### src/design/crf_defs.svh
`ifndef CRF_DEFS_SVH
`define CRF_DEFS_SVH

// ==========================================
// register indices
`define CRF_IDX_PC 4'h0
`define CRF_IDX_SP 4'h1
`define CRF_IDX_SR 4'h2
`define CRF_IDX_CG 4'h3

// ==========================================
// source mode encodings
`define CRF_AS_REG 2'h0
`define CRF_AS_IDX 2'h1
`define CRF_AS_IND 2'h2
`define CRF_AS_INC 2'h3

// ==========================================
// status register bit positions
`define CRF_SR_C 0
`define CRF_SR_Z 1
`define CRF_SR_N 2
`define CRF_SR_IRQ_EN 3
`define CRF_SR_HALT 4
`define CRF_SR_XOSC_OFF 5
`define CRF_SR_LOOP_OFF 6
`define CRF_SR_DCGEN_OFF 7
`define CRF_SR_V 8
`define CRF_SR_MASK 16'h01FF

// ==========================================
// constants and reset values
`define CRF_K0 16'h0000
`define CRF_K1 16'h0001
`define CRF_K2 16'h0002
`define CRF_K4 16'h0004
`define CRF_K8 16'h0008
`define CRF_KM1 16'hFFFF
`define CRF_STEP 16'h0002
`define CRF_RESET_VECTOR 16'hFFFE
`define CRF_SR_RESET 16'h0000

`endif

### src/design/crf_pkg.sv
package crf_pkg;
    typedef logic [15:0] crf_word_t;
    typedef logic [3:0] crf_idx_t;
    typedef enum logic [1:0] {
        CRF_ST_RESET = 2'b00,
        CRF_ST_VECTOR = 2'b01,
        CRF_ST_RUN = 2'b10
    } crf_state_e;
endpackage : crf_pkg

### src/design/crf_src_if.sv
`timescale 1ns/1ps
`default_nettype none
interface crf_src_if;
    logic [3:0] idx;
    logic [1:0] mode;
    logic byte_op;
    logic [15:0] reg_value;
    logic [15:0] data;
    logic is_const;
    modport core (output idx, output mode, output byte_op, output reg_value,
                  input data, input is_const);
    modport mux (input idx, input mode, input byte_op, input reg_value,
                 output data, output is_const);
endinterface : crf_src_if
`default_nettype wire

### src/design/crf_const_gen.sv
`timescale 1ns/1ps
`default_nettype none
`include "crf_defs.svh"
module crf_const_gen (
    // source selection
    crf_src_if.mux src
);
    import crf_pkg::*;

    // ==========================================
    // constant or register operand
    always_comb begin
        src.is_const = 1'b1;
        src.data = `CRF_K0;
        if (src.idx == `CRF_IDX_CG) begin
            unique case (src.mode)
                `CRF_AS_REG: src.data = `CRF_K0;
                `CRF_AS_IDX: src.data = `CRF_K1;
                `CRF_AS_IND: src.data = `CRF_K2;
                `CRF_AS_INC: src.data = `CRF_KM1;
            endcase
        end else if (src.idx == `CRF_IDX_SR && src.mode != `CRF_AS_REG) begin
            unique case (src.mode)
                `CRF_AS_IDX: src.data = `CRF_K0;
                `CRF_AS_IND: src.data = `CRF_K4;
                default: src.data = `CRF_K8;
            endcase
        end else begin
            src.is_const = 1'b0;
            // byte reads see the low byte only
            src.data = src.byte_op ? {8'h00, src.reg_value[7:0]} : src.reg_value;
        end
    end

endmodule : crf_const_gen
`default_nettype wire

### src/design/crf_regfile.sv
`timescale 1ns/1ps
`default_nettype none
`include "crf_defs.svh"
module crf_regfile #(
    parameter int STEP_W = 2
) (
    // clock and reset
    input wire logic sys_clk,
    input wire logic rst,
    // source operand
    input wire crf_pkg::crf_idx_t src_idx,
    input wire logic [1:0] src_mode,
    input wire logic byte_op,
    output logic [15:0] src_data,
    output logic src_is_const,
    // second read port
    input wire crf_pkg::crf_idx_t dst_idx,
    output logic [15:0] dst_data,
    // write port
    input wire logic wr_en,
    input wire crf_pkg::crf_idx_t wr_idx,
    input wire logic [15:0] wr_data,
    input wire logic wr_is_mem,
    // flag update
    input wire logic flag_en,
    input wire logic [15:0] alu_result,
    input wire logic alu_c,
    input wire logic alu_v,
    // program counter stepping
    input wire logic pc_step,
    input wire logic [1:0] insn_words,
    // stack
    input wire logic push,
    input wire logic pop,
    input wire logic [15:0] pop_data,
    input wire logic irq_entry,
    // memory temporary
    input wire logic tmp_load,
    input wire logic [15:0] tmp_in,
    // reset vector fetch
    input wire logic [15:0] vector_data,
    input wire logic vector_valid,
    // status and addresses
    input wire logic irq_pending,
    output logic irq_take,
    output logic [15:0] fetch_addr,
    output logic [15:0] stack_addr,
    output logic [15:0] tmp_out,
    output logic [15:0] status,
    output logic ready
);
    import crf_pkg::*;

    // ==========================================
    // storage
    logic [15:1] program_counter;
    logic [15:1] stack_pointer;
    logic [15:0] status_register;
    logic [15:0] gpr [4:15];
    logic [15:0] mem_tmp;
    crf_state_e state;
    logic [15:0] sp_full;
    logic [15:0] push_addr;
    logic [15:0] next_sp;
    logic [15:0] wr_value;
    logic [15:0] rd_pc;
    logic wr_legal;
    logic neg;

    crf_src_if src ();

    assign rd_pc = {program_counter, 1'b0};
    assign sp_full = {stack_pointer, 1'b0};

    // ==========================================
    // read port feeding constant generator
    always_comb begin
        unique case (src_idx)
            `CRF_IDX_PC: src.reg_value = rd_pc;
            `CRF_IDX_SP: src.reg_value = sp_full;
            `CRF_IDX_SR: src.reg_value = status_register;
            `CRF_IDX_CG: src.reg_value = `CRF_K0;
            default: src.reg_value = gpr[src_idx];
        endcase
    end
    assign src.idx = src_idx;
    assign src.mode = src_mode;
    assign src.byte_op = byte_op;

    crf_const_gen u_cg (
        .src(src.mux)
    );

    crf_sp_unit u_sp (
        .sp(sp_full),
        .push(push),
        .pop(pop),
        .pop_to_sp(wr_en && wr_idx == `CRF_IDX_SP),
        .pop_data(pop_data),
        .push_addr(push_addr),
        .next_sp(next_sp)
    );

    // byte writes zero the upper half
    assign wr_value = byte_op ? {8'h00, wr_data[7:0]} : wr_data;
    // sr only written as a word; index 3 never written
    assign wr_legal = wr_en && wr_idx != `CRF_IDX_CG
        && !(wr_idx == `CRF_IDX_SR && byte_op);
    assign neg = byte_op ? alu_result[7] : alu_result[15];

    // ==========================================
    // reset sequencing
    always_ff @(posedge sys_clk) begin
        if (rst) begin
            state <= CRF_ST_RESET;
        end else begin
            unique case (state)
                CRF_ST_RESET: state <= CRF_ST_VECTOR;
                CRF_ST_VECTOR: if (vector_valid) state <= CRF_ST_RUN;
                CRF_ST_RUN: state <= CRF_ST_RUN;
                default: state <= CRF_ST_RESET;
            endcase
        end
    end

    // ==========================================
    // program counter
    always_ff @(posedge sys_clk) begin
        if (rst) begin
            program_counter <= 15'h0000;
        end else if (state == CRF_ST_VECTOR && vector_valid) begin
            program_counter <= vector_data[15:1];
        end else if (state == CRF_ST_RUN) begin
            if (wr_legal && wr_idx == `CRF_IDX_PC) begin
                program_counter <= wr_value[15:1];
            end else if (pc_step) begin
                // step is words, so the byte count stays even
                program_counter <= program_counter + {13'h0000, insn_words};
            end
        end
    end

    // ==========================================
    // stack pointer
    always_ff @(posedge sys_clk) begin
        if (rst) begin
            // left at zero; software must load it first
            stack_pointer <= 15'h0000;
        end else if (state == CRF_ST_RUN) begin
            if (push || pop) begin
                stack_pointer <= next_sp[15:1];
            end else if (wr_legal && wr_idx == `CRF_IDX_SP) begin
                stack_pointer <= wr_value[15:1];
            end
        end
    end

    // ==========================================
    // status register
    always_ff @(posedge sys_clk) begin
        if (rst) begin
            status_register <= `CRF_SR_RESET;
        end else if (state == CRF_ST_RUN) begin
            if (irq_entry) begin
                status_register[`CRF_SR_HALT] <= 1'b0;
                status_register[`CRF_SR_DCGEN_OFF] <= 1'b0;
                status_register[`CRF_SR_XOSC_OFF] <= 1'b0;
                status_register[`CRF_SR_IRQ_EN] <= 1'b0;
            end else if (wr_legal && wr_idx == `CRF_IDX_SR) begin
                status_register <= wr_value & `CRF_SR_MASK;
            end else if (flag_en) begin
                status_register[`CRF_SR_N] <= neg;
                status_register[`CRF_SR_Z] <= byte_op ? (alu_result[7:0] == 8'h00)
                                                      : (alu_result == 16'h0000);
                status_register[`CRF_SR_C] <= alu_c;
                status_register[`CRF_SR_V] <= alu_v;
            end
        end
    end

    // ==========================================
    // working registers, one write per cycle
    genvar gi;
    generate
        for (gi = 4; gi < 16; gi++) begin : g_gpr
            always_ff @(posedge sys_clk) begin
                if (rst) begin
                    gpr[gi] <= 16'h0000;
                end else if (wr_legal && wr_idx == 4'(gi)) begin
                    gpr[gi] <= wr_value;
                end
            end
        end
    endgenerate

    // ==========================================
    // hidden holding register for memory to memory moves
    always_ff @(posedge sys_clk) begin
        if (rst) begin
            mem_tmp <= 16'h0000;
        end else if (tmp_load) begin
            mem_tmp <= wr_is_mem && byte_op ? {8'h00, tmp_in[7:0]} : tmp_in;
        end
    end

    // ==========================================
    // registered outputs
    always_ff @(posedge sys_clk) begin
        if (rst) begin
            src_data <= 16'h0000;
            src_is_const <= 1'b0;
            dst_data <= 16'h0000;
            fetch_addr <= 16'h0000;
            stack_addr <= 16'h0000;
            tmp_out <= 16'h0000;
            status <= 16'h0000;
            irq_take <= 1'b0;
            ready <= 1'b0;
        end else begin
            src_data <= src.data;
            src_is_const <= src.is_const;
            unique case (dst_idx)
                `CRF_IDX_PC: dst_data <= rd_pc;
                `CRF_IDX_SP: dst_data <= sp_full;
                `CRF_IDX_SR: dst_data <= status_register;
                `CRF_IDX_CG: dst_data <= `CRF_K0;
                default: dst_data <= gpr[dst_idx];
            endcase
            fetch_addr <= rd_pc;
            stack_addr <= push ? push_addr : sp_full;
            tmp_out <= mem_tmp;
            status <= status_register;
            irq_take <= irq_pending && status_register[`CRF_SR_IRQ_EN]
                        && state == CRF_ST_RUN;
            ready <= state == CRF_ST_RUN;
        end
    end

    // ==========================================
    a_pc_even: assert property (@(posedge sys_clk) disable iff (rst)
        fetch_addr[0] == 1'b0) else $error("fetch address odd");
    a_sp_even: assert property (@(posedge sys_clk) disable iff (rst)
        stack_addr[0] == 1'b0) else $error("stack address odd");
    a_push_dec: assert property (@(posedge sys_clk) disable iff (rst)
        state == CRF_ST_RUN && push && !pop |=> sp_full == $past(sp_full) - 16'h0002)
        else $error("push did not decrement");
    a_pop_inc: assert property (@(posedge sys_clk) disable iff (rst)
        state == CRF_ST_RUN && pop && !push && !(wr_en && wr_idx == `CRF_IDX_SP)
        |=> sp_full == $past(sp_full) + 16'h0002) else $error("pop did not increment");
    a_pop_sp: assert property (@(posedge sys_clk) disable iff (rst)
        state == CRF_ST_RUN && pop && !push && wr_en && wr_idx == `CRF_IDX_SP
        |=> sp_full == {$past(pop_data[15:1]), 1'b0}) else $error("pop sp wrong");
    a_pc_step: assert property (@(posedge sys_clk) disable iff (rst)
        state == CRF_ST_RUN && pc_step && !(wr_en && wr_idx == `CRF_IDX_PC)
        |=> rd_pc == $past(rd_pc) + {13'h0000, $past(insn_words), 1'b0})
        else $error("pc step wrong");
    a_irq_mask_gate: assert property (@(posedge sys_clk) disable iff (rst)
        !status_register[`CRF_SR_IRQ_EN] |=> !irq_take) else $error("irq taken while masked");
    a_byte_clear: assert property (@(posedge sys_clk) disable iff (rst)
        wr_en && byte_op && wr_idx > 4'h3 |=> gpr[$past(wr_idx)][15:8] == 8'h00)
        else $error("byte write kept upper byte");
    a_irq_clear: assert property (@(posedge sys_clk) disable iff (rst)
        state == CRF_ST_RUN && irq_entry |=> !status_register[`CRF_SR_HALT]
        && !status_register[`CRF_SR_DCGEN_OFF] && !status_register[`CRF_SR_XOSC_OFF])
        else $error("low power bits kept");
    a_cg_minus_one: assert property (@(posedge sys_clk) disable iff (rst)
        src_idx == `CRF_IDX_CG && src_mode == `CRF_AS_INC |=> src_data == `CRF_KM1)
        else $error("constant minus one wrong");
    a_sr_const_four: assert property (@(posedge sys_clk) disable iff (rst)
        src_idx == `CRF_IDX_SR && src_mode == `CRF_AS_IND |=> src_data == `CRF_K4)
        else $error("status index did not give constant");
    a_sr_byte_drop: assert property (@(posedge sys_clk) disable iff (rst)
        state == CRF_ST_RUN && wr_en && wr_idx == `CRF_IDX_SR && byte_op && !irq_entry
        && !flag_en |=> $stable(status_register)) else $error("byte write reached status");
    a_vector_load: assert property (@(posedge sys_clk) disable iff (rst)
        state == CRF_ST_VECTOR && vector_valid |=> rd_pc == {$past(vector_data[15:1]), 1'b0})
        else $error("vector not loaded");
    a_gpr_write: assert property (@(posedge sys_clk) disable iff (rst)
        wr_en && wr_idx > 4'h3 && !byte_op |=> gpr[$past(wr_idx)] == $past(wr_data))
        else $error("register write not done in one cycle");
    a_neg_flag: assert property (@(posedge sys_clk) disable iff (rst)
        state == CRF_ST_RUN && flag_en && !irq_entry && !(wr_en && wr_idx == `CRF_IDX_SR)
        |=> status_register[`CRF_SR_N] == ($past(byte_op) ? $past(alu_result[7])
        : $past(alu_result[15]))) else $error("negative flag wrong");
endmodule : crf_regfile
`default_nettype wire

### src/design/crf_sp_unit.sv
`timescale 1ns/1ps
`default_nettype none
module crf_sp_unit (
    // stack state
    input wire logic [15:0] sp,
    input wire logic push,
    input wire logic pop,
    input wire logic pop_to_sp,
    input wire logic [15:0] pop_data,
    // results
    output logic [15:0] push_addr,
    output logic [15:0] next_sp
);
    // ==========================================
    // predecrement for push, postincrement for pop
    always_comb begin
        push_addr = sp - 16'h0002;
        if (push) begin
            next_sp = push_addr;
        end else if (pop && pop_to_sp) begin
            next_sp = {pop_data[15:1], 1'b0};
        end else if (pop) begin
            next_sp = sp + 16'h0002;
        end else begin
            next_sp = sp;
        end
    end
endmodule : crf_sp_unit
`default_nettype wire

### config.mk
export PLATFORM = sky130hd
export DESIGN_NAME = crf_regfile
export DESIGN_NICKNAME = d
export VERILOG_FILES = /design/src/design/crf_pkg.sv /design/src/design/crf_src_if.sv /design/src/design/crf_const_gen.sv /design/src/design/crf_regfile.sv /design/src/design/crf_sp_unit.sv
export VERILOG_INCLUDE_DIRS = /design/src /design/src/design
export SDC_FILE = /design/constraint.sdc
export NUM_CORES = 1
export LEC_CHECK = 0
export BUFFER_PORTS_ARGS = -buffer_cell sky130_fd_sc_hd__buf_2
export CAP_MARGIN = 25
export CELL_PAD_IN_SITES_DETAIL_PLACEMENT = 1
export CELL_PAD_IN_SITES_GLOBAL_PLACEMENT = 2
export CORE_AREA = 2 2 227 229
export DETAILED_ROUTE_END_ITERATION = 8
export DIE_AREA = 0 0 229 231
export PLACE_DENSITY_LB_ADDON = 0.1
export SLEW_MARGIN = 40
export SYNTH_ARGS = -nofsm -noshare
export SYNTH_HDL_FRONTEND = slang
export SYNTH_SLANG_ARGS = --single-unit
export TNS_END_PERCENT = 20
### constraint.sdc
create_clock -name sys_clk -period 2.15 [get_ports sys_clk]
set_clock_uncertainty 0.05 [all_clocks]
set_input_delay 0.43 -clock sys_clk [delete_from_list [all_inputs] [get_ports sys_clk]]
set_output_delay 0.43 -clock sys_clk [all_outputs]
set_load 0.02 [all_outputs]
== After elaboration in Yosys (flattened, before gate mapping) ==
Memory sizes are Yosys's and may differ from the RTL's.
Index checks and enable logic that the tools add are counted.
Storage, ports and cells
  bits in registers: 149
  RAM bits: 192
  input port bits: 111
  output and inout bits: 99
  word-level logic and storage cells: 192
  memories kept: 1
Memories
  gpr: depth 12, bits a word 16, read ports 2, clocked after memory_dff 0, write ports 12, RTL line crf_regfile.sv:59  | logic [15:0] gpr [4:15];
Operators by class
  add/subtract/negate cells: 3
  equality and inequality tests: 28
  mux-type cells: 82
  bitwise operators: 14
  reduce and logical (&&, ||, !) cells: 46
Operator list (number)
  16-bit 2-to-1 mux: 21
  16-bit one-hot mux with 4 select lines: 2
  15-bit 2-to-1 mux: 6
  16-bit one-hot mux with 3 select lines: 1
  1-bit 2-to-1 mux: 45
  4-bit == test, second input constant: 8
  1-bit logical AND: 25
  4-bit by 2-bit == test with 1-bit output, second input constant: 5
  16-bit by 2-bit adder with 16-bit output, second input constant: 1
  4-bit by 3-bit == test with 1-bit output, second input constant: 4
  16-bit logical NOT: 1
  16-bit by 2-bit subtractor with 16-bit output, second input constant: 1
  15-bit by 2-bit adder with 15-bit output: 1
  4-bit by 1-bit == test with 1-bit output, second input constant: 3
  4-bit logical NOT: 3
  1-bit bitwise OR: 12
  2-bit nonzero test: 5
  3-bit 2-to-1 mux: 3
  3-bit AND reduction: 3
  8-bit logical NOT: 1
  4-bit one-hot mux with 2 select lines: 1
  2-bit == test, second input constant: 3
  2-bit one-hot mux with 3 select lines: 1
  5-bit 2-to-1 mux: 1
  other kinds (12): 16

== Depth between registers and ports, before layout ==
Gate-level depths: netlist (run 1).
  depth in word-level cells: 9
  mapped depth: 9
  depth with buffers taken out: 7

== Modules after synthesis ==
Synthesis (run 1) repeated with hierarchy kept, for this count alone.
Second synthesis, totals
  cell total of the unflattened synthesis: 1556
  area, all modules: 17615.6 sq um
By module, submodules not included
  crf_regfile: instances 1, cells each 1360, area each 16356.9 sq um, seq. area each 8728.4 sq um
  crf_sp_unit: instances 1, cells each 154, area each 928.4 sq um, seq. area each 0.0 sq um
  crf_const_gen: instances 1, cells each 42, area each 330.3 sq um, seq. area each 0.0 sq um

== Worst setup path after synthesis (run 1) ==
OpenSTA, ideal clock, no wires.
  path kind: input -> register
  start point: input rst
  end point: memory gpr[14][0] (enable)
  library setup time: 373 ps
  data arrival time: 1687 ps
  required time: 1727 ps
  slack: 40 ps
  stages on the path: 4
  path buffers: 3
  path through: clkbuf_1 > clkbuf_1 > clkbuf_1 > a41o_1
RTL lines
  from (decl): RTL line crf_regfile.sv:9  | input wire logic rst,
  to (decl): RTL line crf_regfile.sv:59

== Worst setup path in the final report (run 1) ==
  start point: register program_counter[1] (netlist bit)
  end point: register program_counter[13] (netlist bit)
Between the ends
  longest elaborated chain between the ends: 5
Ends and longest elaborated chain
  from (decl): RTL line crf_regfile.sv:56  | logic [15:1] program_counter;
  from (signal assigned): RTL line crf_regfile.sv:132  | program_counter <= vector_data[15:1];
  from (signal assigned): RTL line crf_regfile.sv:135  | program_counter <= wr_value[15:1];
  from (signal assigned): RTL line crf_regfile.sv:138  | program_counter <= program_counter + {13'h0000, insn_words};
  15-bit by 2-bit adder with 15-bit output: RTL line crf_regfile.sv:138
  15-bit 2-to-1 mux: RTL line crf_regfile.sv:136  | end else if (pc_step) begin
  15-bit 2-to-1 mux: RTL line crf_regfile.sv:134  | if (wr_legal && wr_idx == `CRF_IDX_PC) begin
  15-bit 2-to-1 mux: RTL line crf_regfile.sv:133  | end else if (state == CRF_ST_RUN) begin
  15-bit 2-to-1 mux: RTL line crf_regfile.sv:131  | end else if (state == CRF_ST_VECTOR && vector_valid) begin
No other way between the ends. The select of a mux whose other input is x is not followed.
A chain may end at the register's enable or synchronous reset.

==> results of run 1 <==
-- through the flow --
step	setup WS, ns	setup TNS [ns]	hold WS [ns]	power [W]
floorplan	0.0405	0	0.387	0.0109
global placement	-0.197	-1.33	0.395	0.0132
detailed placement	-0.238	-1.91	0.406	0.0132
CTS	0.0136	0	0.0147	0.0203
global route	-0.00802	-0.00802	0.0399	0.0210
finish	0.0910	0	0.0383	0.0202
-- cell usage in the layout, fill, tap and decap left out, types with 43 or more instances in the layout --
cell type  count
and3_1        65
nand2_1       86
dfxtp_1      147
mux4_2       103
buf_2        195
nor2_1       204
buf_4        181
nor2b_1       62
edfxtp_1     192
clkbuf_16     43
mux2i_1       60
-- final cells by class --
| cell class | count | area, µm² |
|---|---|---|
| flip-flops and latches | 339 | 8710 |
| inverters | 19 | 71.3 |
| clock inverters | 23 | 214 |
| fillers | 5533 | 28900 |
| well taps | 680 | 851 |
| repair buffers | 397 | 2760 |
| clock buffers | 53 | 1130 |
| multi-input cells | 1051 | 8100 |
-- logic make-up after synthesis --
group / count (synthesis) / synth area share
simple gates: 603 / 0.173
flops: 339 / 0.496
compound gates: 223 / 0.0892
buf+inv: 173 / 0.0442
mux: 169 / 0.170
xor+xnor: 34 / 0.0170
fa+ha+maj: 13 / 0.00970
other cells: 1 / 0.000214
-- per-layer routing --
layer / part of all wire / track usage
met4: 0.019 / 0.0566
met1: 0.44 / 0.329
met5: 0 / 0
met3: 0.044 / 0.0352
met2: 0.49 / 0.427
-- state kept, by name, summed over array words and instances, names as in the netlist --
name	cells
fetch_addr	15
dst_data	16
irq_take	1
program_counter	15
stack_pointer	15
tmp_out	16
src_is_const	1
ready	1
status	9
status_register	9
gpr	192
src_data	16
mem_tmp	16
stack_addr	15
state	2
-- Yosys cell counts, types with 29 or more instances --
master	n	area [µm²]
nor2_1	204	766
and3_1	65	407
o21ai_0	30	150
nand2_1	86	323
mux2i_1	60	601
a21oi_1	37	185
nand3_1	42	210
dfxtp_1	147	2940
clkbuf_1	90	338
buf_2	29	145
nor2b_1	62	388
a211oi_1	35	263
edfxtp_1	192	5770
and2_1	33	206
mux4_2	103	2320
-- worst max-delay path: stages, from the launching register on --
cell and delay [ns]:
dfxtp_1 0.31, ha_1 0.22, fa_1 0.38, and4_1 0.25, nand3_1 0.15, nor4_1 0.08
a2111oi_0 0.41, a211oi_1 0.08
-- power groups by stage --
| stage | Combinational, W | Sequential (W) | Clock (W) |
|---|---|---|---|
| 2_1_floorplan | 0.00288 | 0.00803 | 0 |
| 5_1_grt | 0.00562 | 0.00795 | 0.00743 |
| 3_5_place_dp | 0.00522 | 0.00802 | 0 |
| 4_1_cts | 0.00525 | 0.00789 | 0.00717 |
| 3_3_place_gp | 0.00516 | 0.00800 | 0 |
| 6_report | 0.00525 | 0.00789 | 0.00701 |
-- path summary, 6_finish.rpt --
| kind | start | to | slack [ns] | depth (start not counted) |
|---|---|---|---|---|
| worst max-delay path | program_counter[1] | program_counter[13] | 0.09 | 7 |
| worst min-delay path | tmp_in[2] | mem_tmp[2] | 0.04 | 3 |
| worst max register to register | program_counter[1] | program_counter[13] | 0.09 | 7 |
| worst min register to register | mem_tmp[13] | mem_tmp[13] | 0.41 | 2 |
==> metrics.txt, run 1 <==
run status=finished, final reports clean; worst hold path class=in2reg; height of the die=between 200 and 250 µm; unrepaired setup endpoints after global routing=true; number of routed nets with antenna violations=0; Post-Layout Inst Area=~22000 µm²; Peak VDD IR=roughly 0.58 mV; antenna violations before repair=0; Synth Warn #=0; synthesized area=around 18000 µm²; slew margin rel.=0.556; share of total power in the clock network=0.348; count of max-cap constraint violations=0; share of final-layout standard cells stronger than drive strength 1=0.309; Arrival @ worst endpoint=roughly 2.5 ns; Final Hold Violating Endpoints=0; post-cts resize count=1; final worst path period need=2.06 ns; Final Setup Violations=0; Post-CTS Setup Bufs=0; required time of the critical path=between 2 and 3 ns; number of placed instances with taps included=2486; critical path type=reg2reg; Num CTS Buffers=just over 40; number of library cell types mapped by synthesis=75; clock network latency to the later pin of the worst-skew pair=0.58 ns; largest net degree at the start of global routing=43; standby leakage power=around 9 nW; via count of the first global-routing pass=about 15000; Seq/Total Area, Yosys=0.496; startpoint type of the worst setup path=register; number of I/O port buffers=198; maximum operating frequency=486 MHz; count of pins over their slew limit=0; wire length of the first global-routing pass=a little under 100000 µm; average footprint of a synthesized cell=about 11 µm²; H-tree levels=2; standard-cell row count=83; clock tree from TritonCTS=built; most used flip-flop cell after synthesis=edfxtp_1; logic gate share of total power=0.261; P per Cell Area=between 900 and 1000 nW/µm²; hold buffers post-CTS=0; sinks on the clock net=339; capturing element type of the critical path=register; number of iterations in the first detailed-routing pass=5; final estimated routing congestion in global placement=approximately 0.88; vias after detailed routing=13857; area enclosed by the die boundary=52900 µm²; total grt overflow=0; vias per std cell=5.41; Sequential Power Share=0.392; count of antenna diodes in the layout=0; wire length after detailed routing=approximately 65000 µm; Critical Path Fanout Max=4; count of routing violations after the opening detailed-route iteration=~910; Root Driver=clkbuf_16; number of enable flip-flop cells after synthesis=192; Initial Util=0.346; maximum clock insertion buffer count=3; final design utilization=0.431; ratio of final minimum period to clock period=0.958; net switching power=between 0.006 and 0.007 W; number of nets in the layout=just under 2000; post-synthesis sequential element count=between 300 and 400; clk slew on worst S/H paths=about 0.06 ns; ys async rst share=0; Tot GR Track Use=0.247; number of top-level pins=210; Syn-to-layout area delta=24.4%; total internal power=approximately 0.014 W; measured slew at the worst slew-check pin=about 0.67 ns; chip width=about 230 µm; wire length per cell=between 20 and 30 µm; residual DRC count=0; number of standard cells in the final layout excluding fillers=~2600; area post-placement=20500 µm²; HPWL after DPL=just under 50000 µm; fraction of power spent switching nets=0.318; Floorplan Core Area=~50000 µm²; post-synthesis cell count=~1600
Note: power is estimated with default switching activity, not from simulation.
==> inputs of run 2 (changes only) <==
--- a/config.mk
+++ b/config.mk
@@ -6,13 +6,14 @@
 export SDC_FILE = /design/constraint.sdc
 export NUM_CORES = 1
 export LEC_CHECK = 0
+export ABC_AREA = 1
 export BUFFER_PORTS_ARGS = -buffer_cell sky130_fd_sc_hd__buf_2
 export CAP_MARGIN = 25
 export CELL_PAD_IN_SITES_DETAIL_PLACEMENT = 1
 export CELL_PAD_IN_SITES_GLOBAL_PLACEMENT = 2
-export CORE_AREA = 2 2 227 229
+export CORE_AREA = 2 2 243 245
 export DETAILED_ROUTE_END_ITERATION = 8
-export DIE_AREA = 0 0 229 231
+export DIE_AREA = 0 0 245 247
 export PLACE_DENSITY_LB_ADDON = 0.1
 export SLEW_MARGIN = 40
 export SYNTH_ARGS = -nofsm -noshare
==> run 2 against run 1 <==
Largest cell class unchanged. Synthesized cell count rose by 45%. Clock-buffer cell count rose by 7. Non-clock buffer count fell by 26. Final area rose by 2.3%. Sequential share of layout area fell by 0.89 points.
==> metrics.txt, run 2 <==
vias after detailed routing=17133 (+24%); total grt overflow=0 (unchanged); number of library cell types mapped by synthesis=47 (-37%); number of enable flip-flop cells after synthesis=192 (unchanged); Num CTS Buffers=43 (+4.9%); count of antenna diodes in the layout=0 (unchanged); antenna violations before repair=0 (unchanged); startpoint of the worst register-to-register path=stack_pointer[4]; Root Driver=clkbuf_16; number of standard cells in the final layout excluding fillers=3340 (+30%); Worst R2R Setup Slack=0.13 ns (+0.04 ns); HPWL after DPL=56800 µm (+15%); run status=finished, final reports clean; worst hold path class=in2reg; Post-CTS Setup Bufs=0 (unchanged); slew margin rel.=0.584 (+0.0278); Peak VDD IR=0.722 mV (+24%); ratio of final minimum period to clock period=0.940 (-0.0180); sinks on the clock net=339 (unchanged); maximum clock insertion buffer count=3 (unchanged); number of placed instances with taps included=3262 (+31%); leading cell types in the layout, fill and taps excluded=nand2_1, nor2_1, buf_2; clk slew on worst S/H paths=0.06 ns (about the same); fill cell count=7029 (+27%); synthesized area=17800 µm² (+1.4%); most common library cells after synthesis=nand2_1, nor2_1, edfxtp_1; most used flip-flop cell after synthesis=edfxtp_1; final estimated routing congestion in global placement=0.855 (-3.0%); via count of the first global-routing pass=17801 (+22%); Arrival @ worst endpoint=2.45 ns (about the same); number of cell instances on the worst register-to-register path=8 (+1); post-synthesis sequential element count=339 (unchanged); standard-cell row count=89 (+7.2%); H-tree levels=2 (unchanged); largest net degree at the start of global routing=104 (+140%); required time of the critical path=2.58 ns (+0.03 ns); wire length after detailed routing=77500 µm (+18%); share of final-layout standard cells stronger than drive strength 1=0.229 (-0.0797); standby leakage power=9.32 nW (+5.8%); Top reg by flops=gpr; area post-placement=21000 µm² (+2.6%); maximum operating frequency=495 MHz (+1.9%); Final Setup Violations=0 (unchanged); kind of cell adding the most delay to the critical path=simple AND/OR/NAND/NOR gates; chip width=245 µm (+7.0%); Post-Layout Inst Area=22300 µm² (+2.3%); layer with the highest usage after global routing=met2; startpoint type of the worst setup path=register; Synth area leader=edfxtp_1; P per Cell Area=876 nW/µm² (-5.1%); startpoint of the lowest-slack hold path=tmp_in[14]; number of top-level pins=210 (unchanged); most common cell after layout, fill and taps aside=nand2_1; average footprint of a synthesized cell=7.90 µm² (-30%); unrepaired setup endpoints after global routing=false; ys async rst share=0 (unchanged); Hold Crit Endpoint=mem_tmp[14]; number of I/O port buffers=198 (unchanged); final design utilization=0.383 (-0.0473); Syn-to-layout area delta=25.5%; critical path type=reg2reg; cell-by-cell trace of the critical path=nor2_1 -> nand2_1 -> nor2_1 -> a21oi_1 -> o21ai_0 -> nand3_1 -> nand2_1 -> inv_1; Initial Util=0.305 (-0.0407); wire length of the first global-routing pass=114000 µm (+17%); clock tree from TritonCTS=built; number of iterations in the first detailed-routing pass=5 (unchanged); residual DRC count=0 (unchanged); number of routed nets with antenna violations=0 (unchanged); vias per std cell=5.13 (-5.2%); GR Util met1=0.341 (+0.0118); Final Hold Violating Endpoints=0 (unchanged); Floorplan Core Area=58200 µm² (+15%); area enclosed by the die boundary=60500 µm² (+14%); Tot GR Track Use=0.254 (+0.00724); final worst path period need=2.02 ns (-0.0386 ns); count of pins over their slew limit=0 (unchanged); measured slew at the worst slew-check pin=0.624 ns (-0.0418 ns); number of nets in the layout=2658 (+35%); count of routing violations after the opening detailed-route iteration=997 (+9.2%); Synth Warn #=0 (unchanged); global-route track usage on met3=0.0306 (-0.00460); Critical Path Fanout Max=9 (+5); most area-consuming cells after synthesis=edfxtp_1, dfxtp_1, nand2_1; capturing element type of the critical path=register; Seq/Total Area, Yosys=0.490 (-0.00688); worst stage delay on the critical path=0.45 ns (+0.04 ns); hold path cells=3 (unchanged); Largest register FFs=192 (unchanged); terminus of the critical flop-to-flop path=stack_pointer[10]; met2 global-route usage=0.436 (+0.00888); wire length per cell=23.2 µm (-9.2%); cell type of the slowest stage on the worst timing path=dfxtp_1; clock network latency to the later pin of the worst-skew pair=0.59 ns (about the same); height of the die=247 µm (+6.9%); count of max-cap constraint violations=0 (unchanged); hold buffers post-CTS=0 (unchanged); library cell with the highest instance count after synthesis=nand2_1; count of buffering cells on the critical path with inverters included=1 (+1); share of the synthesized area in the top cell type=0.324 (-0.00455); post-synthesis cell count=2252 (+45%)
run 2: worst max-delay path by stage:
| stage | from | end | slack [ns] | depth (start not counted) |
|---|---|---|---|---|
| 2_1_floorplan | rst | gpr[10][0] | -0.01 | 5 |
| 3_3_place_gp | dst_idx[3] | dst_data[9] | -0.24 | 7 |
| 3_5_place_dp | dst_idx[0] | dst_data[8] | -0.28 | 7 |
| 4_1_cts | stack_pointer[2] | stack_pointer[7] | 0.09 | 10 |
| 5_1_grt | stack_pointer[2] | stack_pointer[7] | 0.02 | 10 |
| 6_report | stack_pointer[4] | stack_pointer[10] | 0.13 | 8 |
run 2: layer usage:
layer,routed length [µm],up-vias,share of wire
met2,37600,379,0.49
met3,2990,95,0.039
li1,-,8027,-
met4,1680,0,0.022
met1,35200,8632,0.45
met5,0,-,0
run 2: logic make-up after synthesis:
kind of cell / Yosys count / synth area share
other: 1 / 0.000211
DFF: 339 / 0.490
AOI/OAI and AO/OA: 425 / 0.133
xor gates and xnor gates: 14 / 0.00689
buffers and inverters: 331 / 0.0779
adders and majority gates: 13 / 0.00957
and+or+nand+nor: 1129 / 0.283
run 2: repair_timing:
action	in CTS	in global routing
hold endpoints to repair	0	0
endpoints found under the setup margin	0	3
gates resized for setup	0	2
run 2: worst register-to-register path, stage by stage, from the launching register on:
cell	delay, ns
dfxtp_1	0.45
nor2_1	0.29
nand2_1	0.08
nor2_1	0.31
a21oi_1	0.11
o21ai_0	0.35
nand3_1	0.16
nand2_1	0.08
inv_1	0.04
run 2: layout make-up:
class                   count  area, µm²  area share
multi-input cells        1590       7750       0.347
clock buffers              60       1180      0.0528
well taps                 773        967      0.0433
clock inverters            18        145     0.00650
inverters                 189        709      0.0318
flip-flops and latches    339       8710       0.390
repair buffers            371       2870       0.128
run 2: where the power goes:
group	internal [W]	total [W]	switching, W
logic	0.00153	0.00465	0.00312
registers	0.00744	0.00787	0.000427
clock network	0.00407	0.00703	0.00297
run 2: through the flow:
stage               hold WS (ns)  setup slack, ns  TNS [ns]  power (W)
global placement           0.354           -0.242    -0.950     0.0126
detailed placement         0.361           -0.277     -1.20     0.0126
CTS                       0.0207           0.0941         0     0.0197
floorplan                  0.350          -0.0108     -1.73     0.0106
finish                    0.0449            0.130         0     0.0196
global route              0.0528           0.0194         0     0.0205
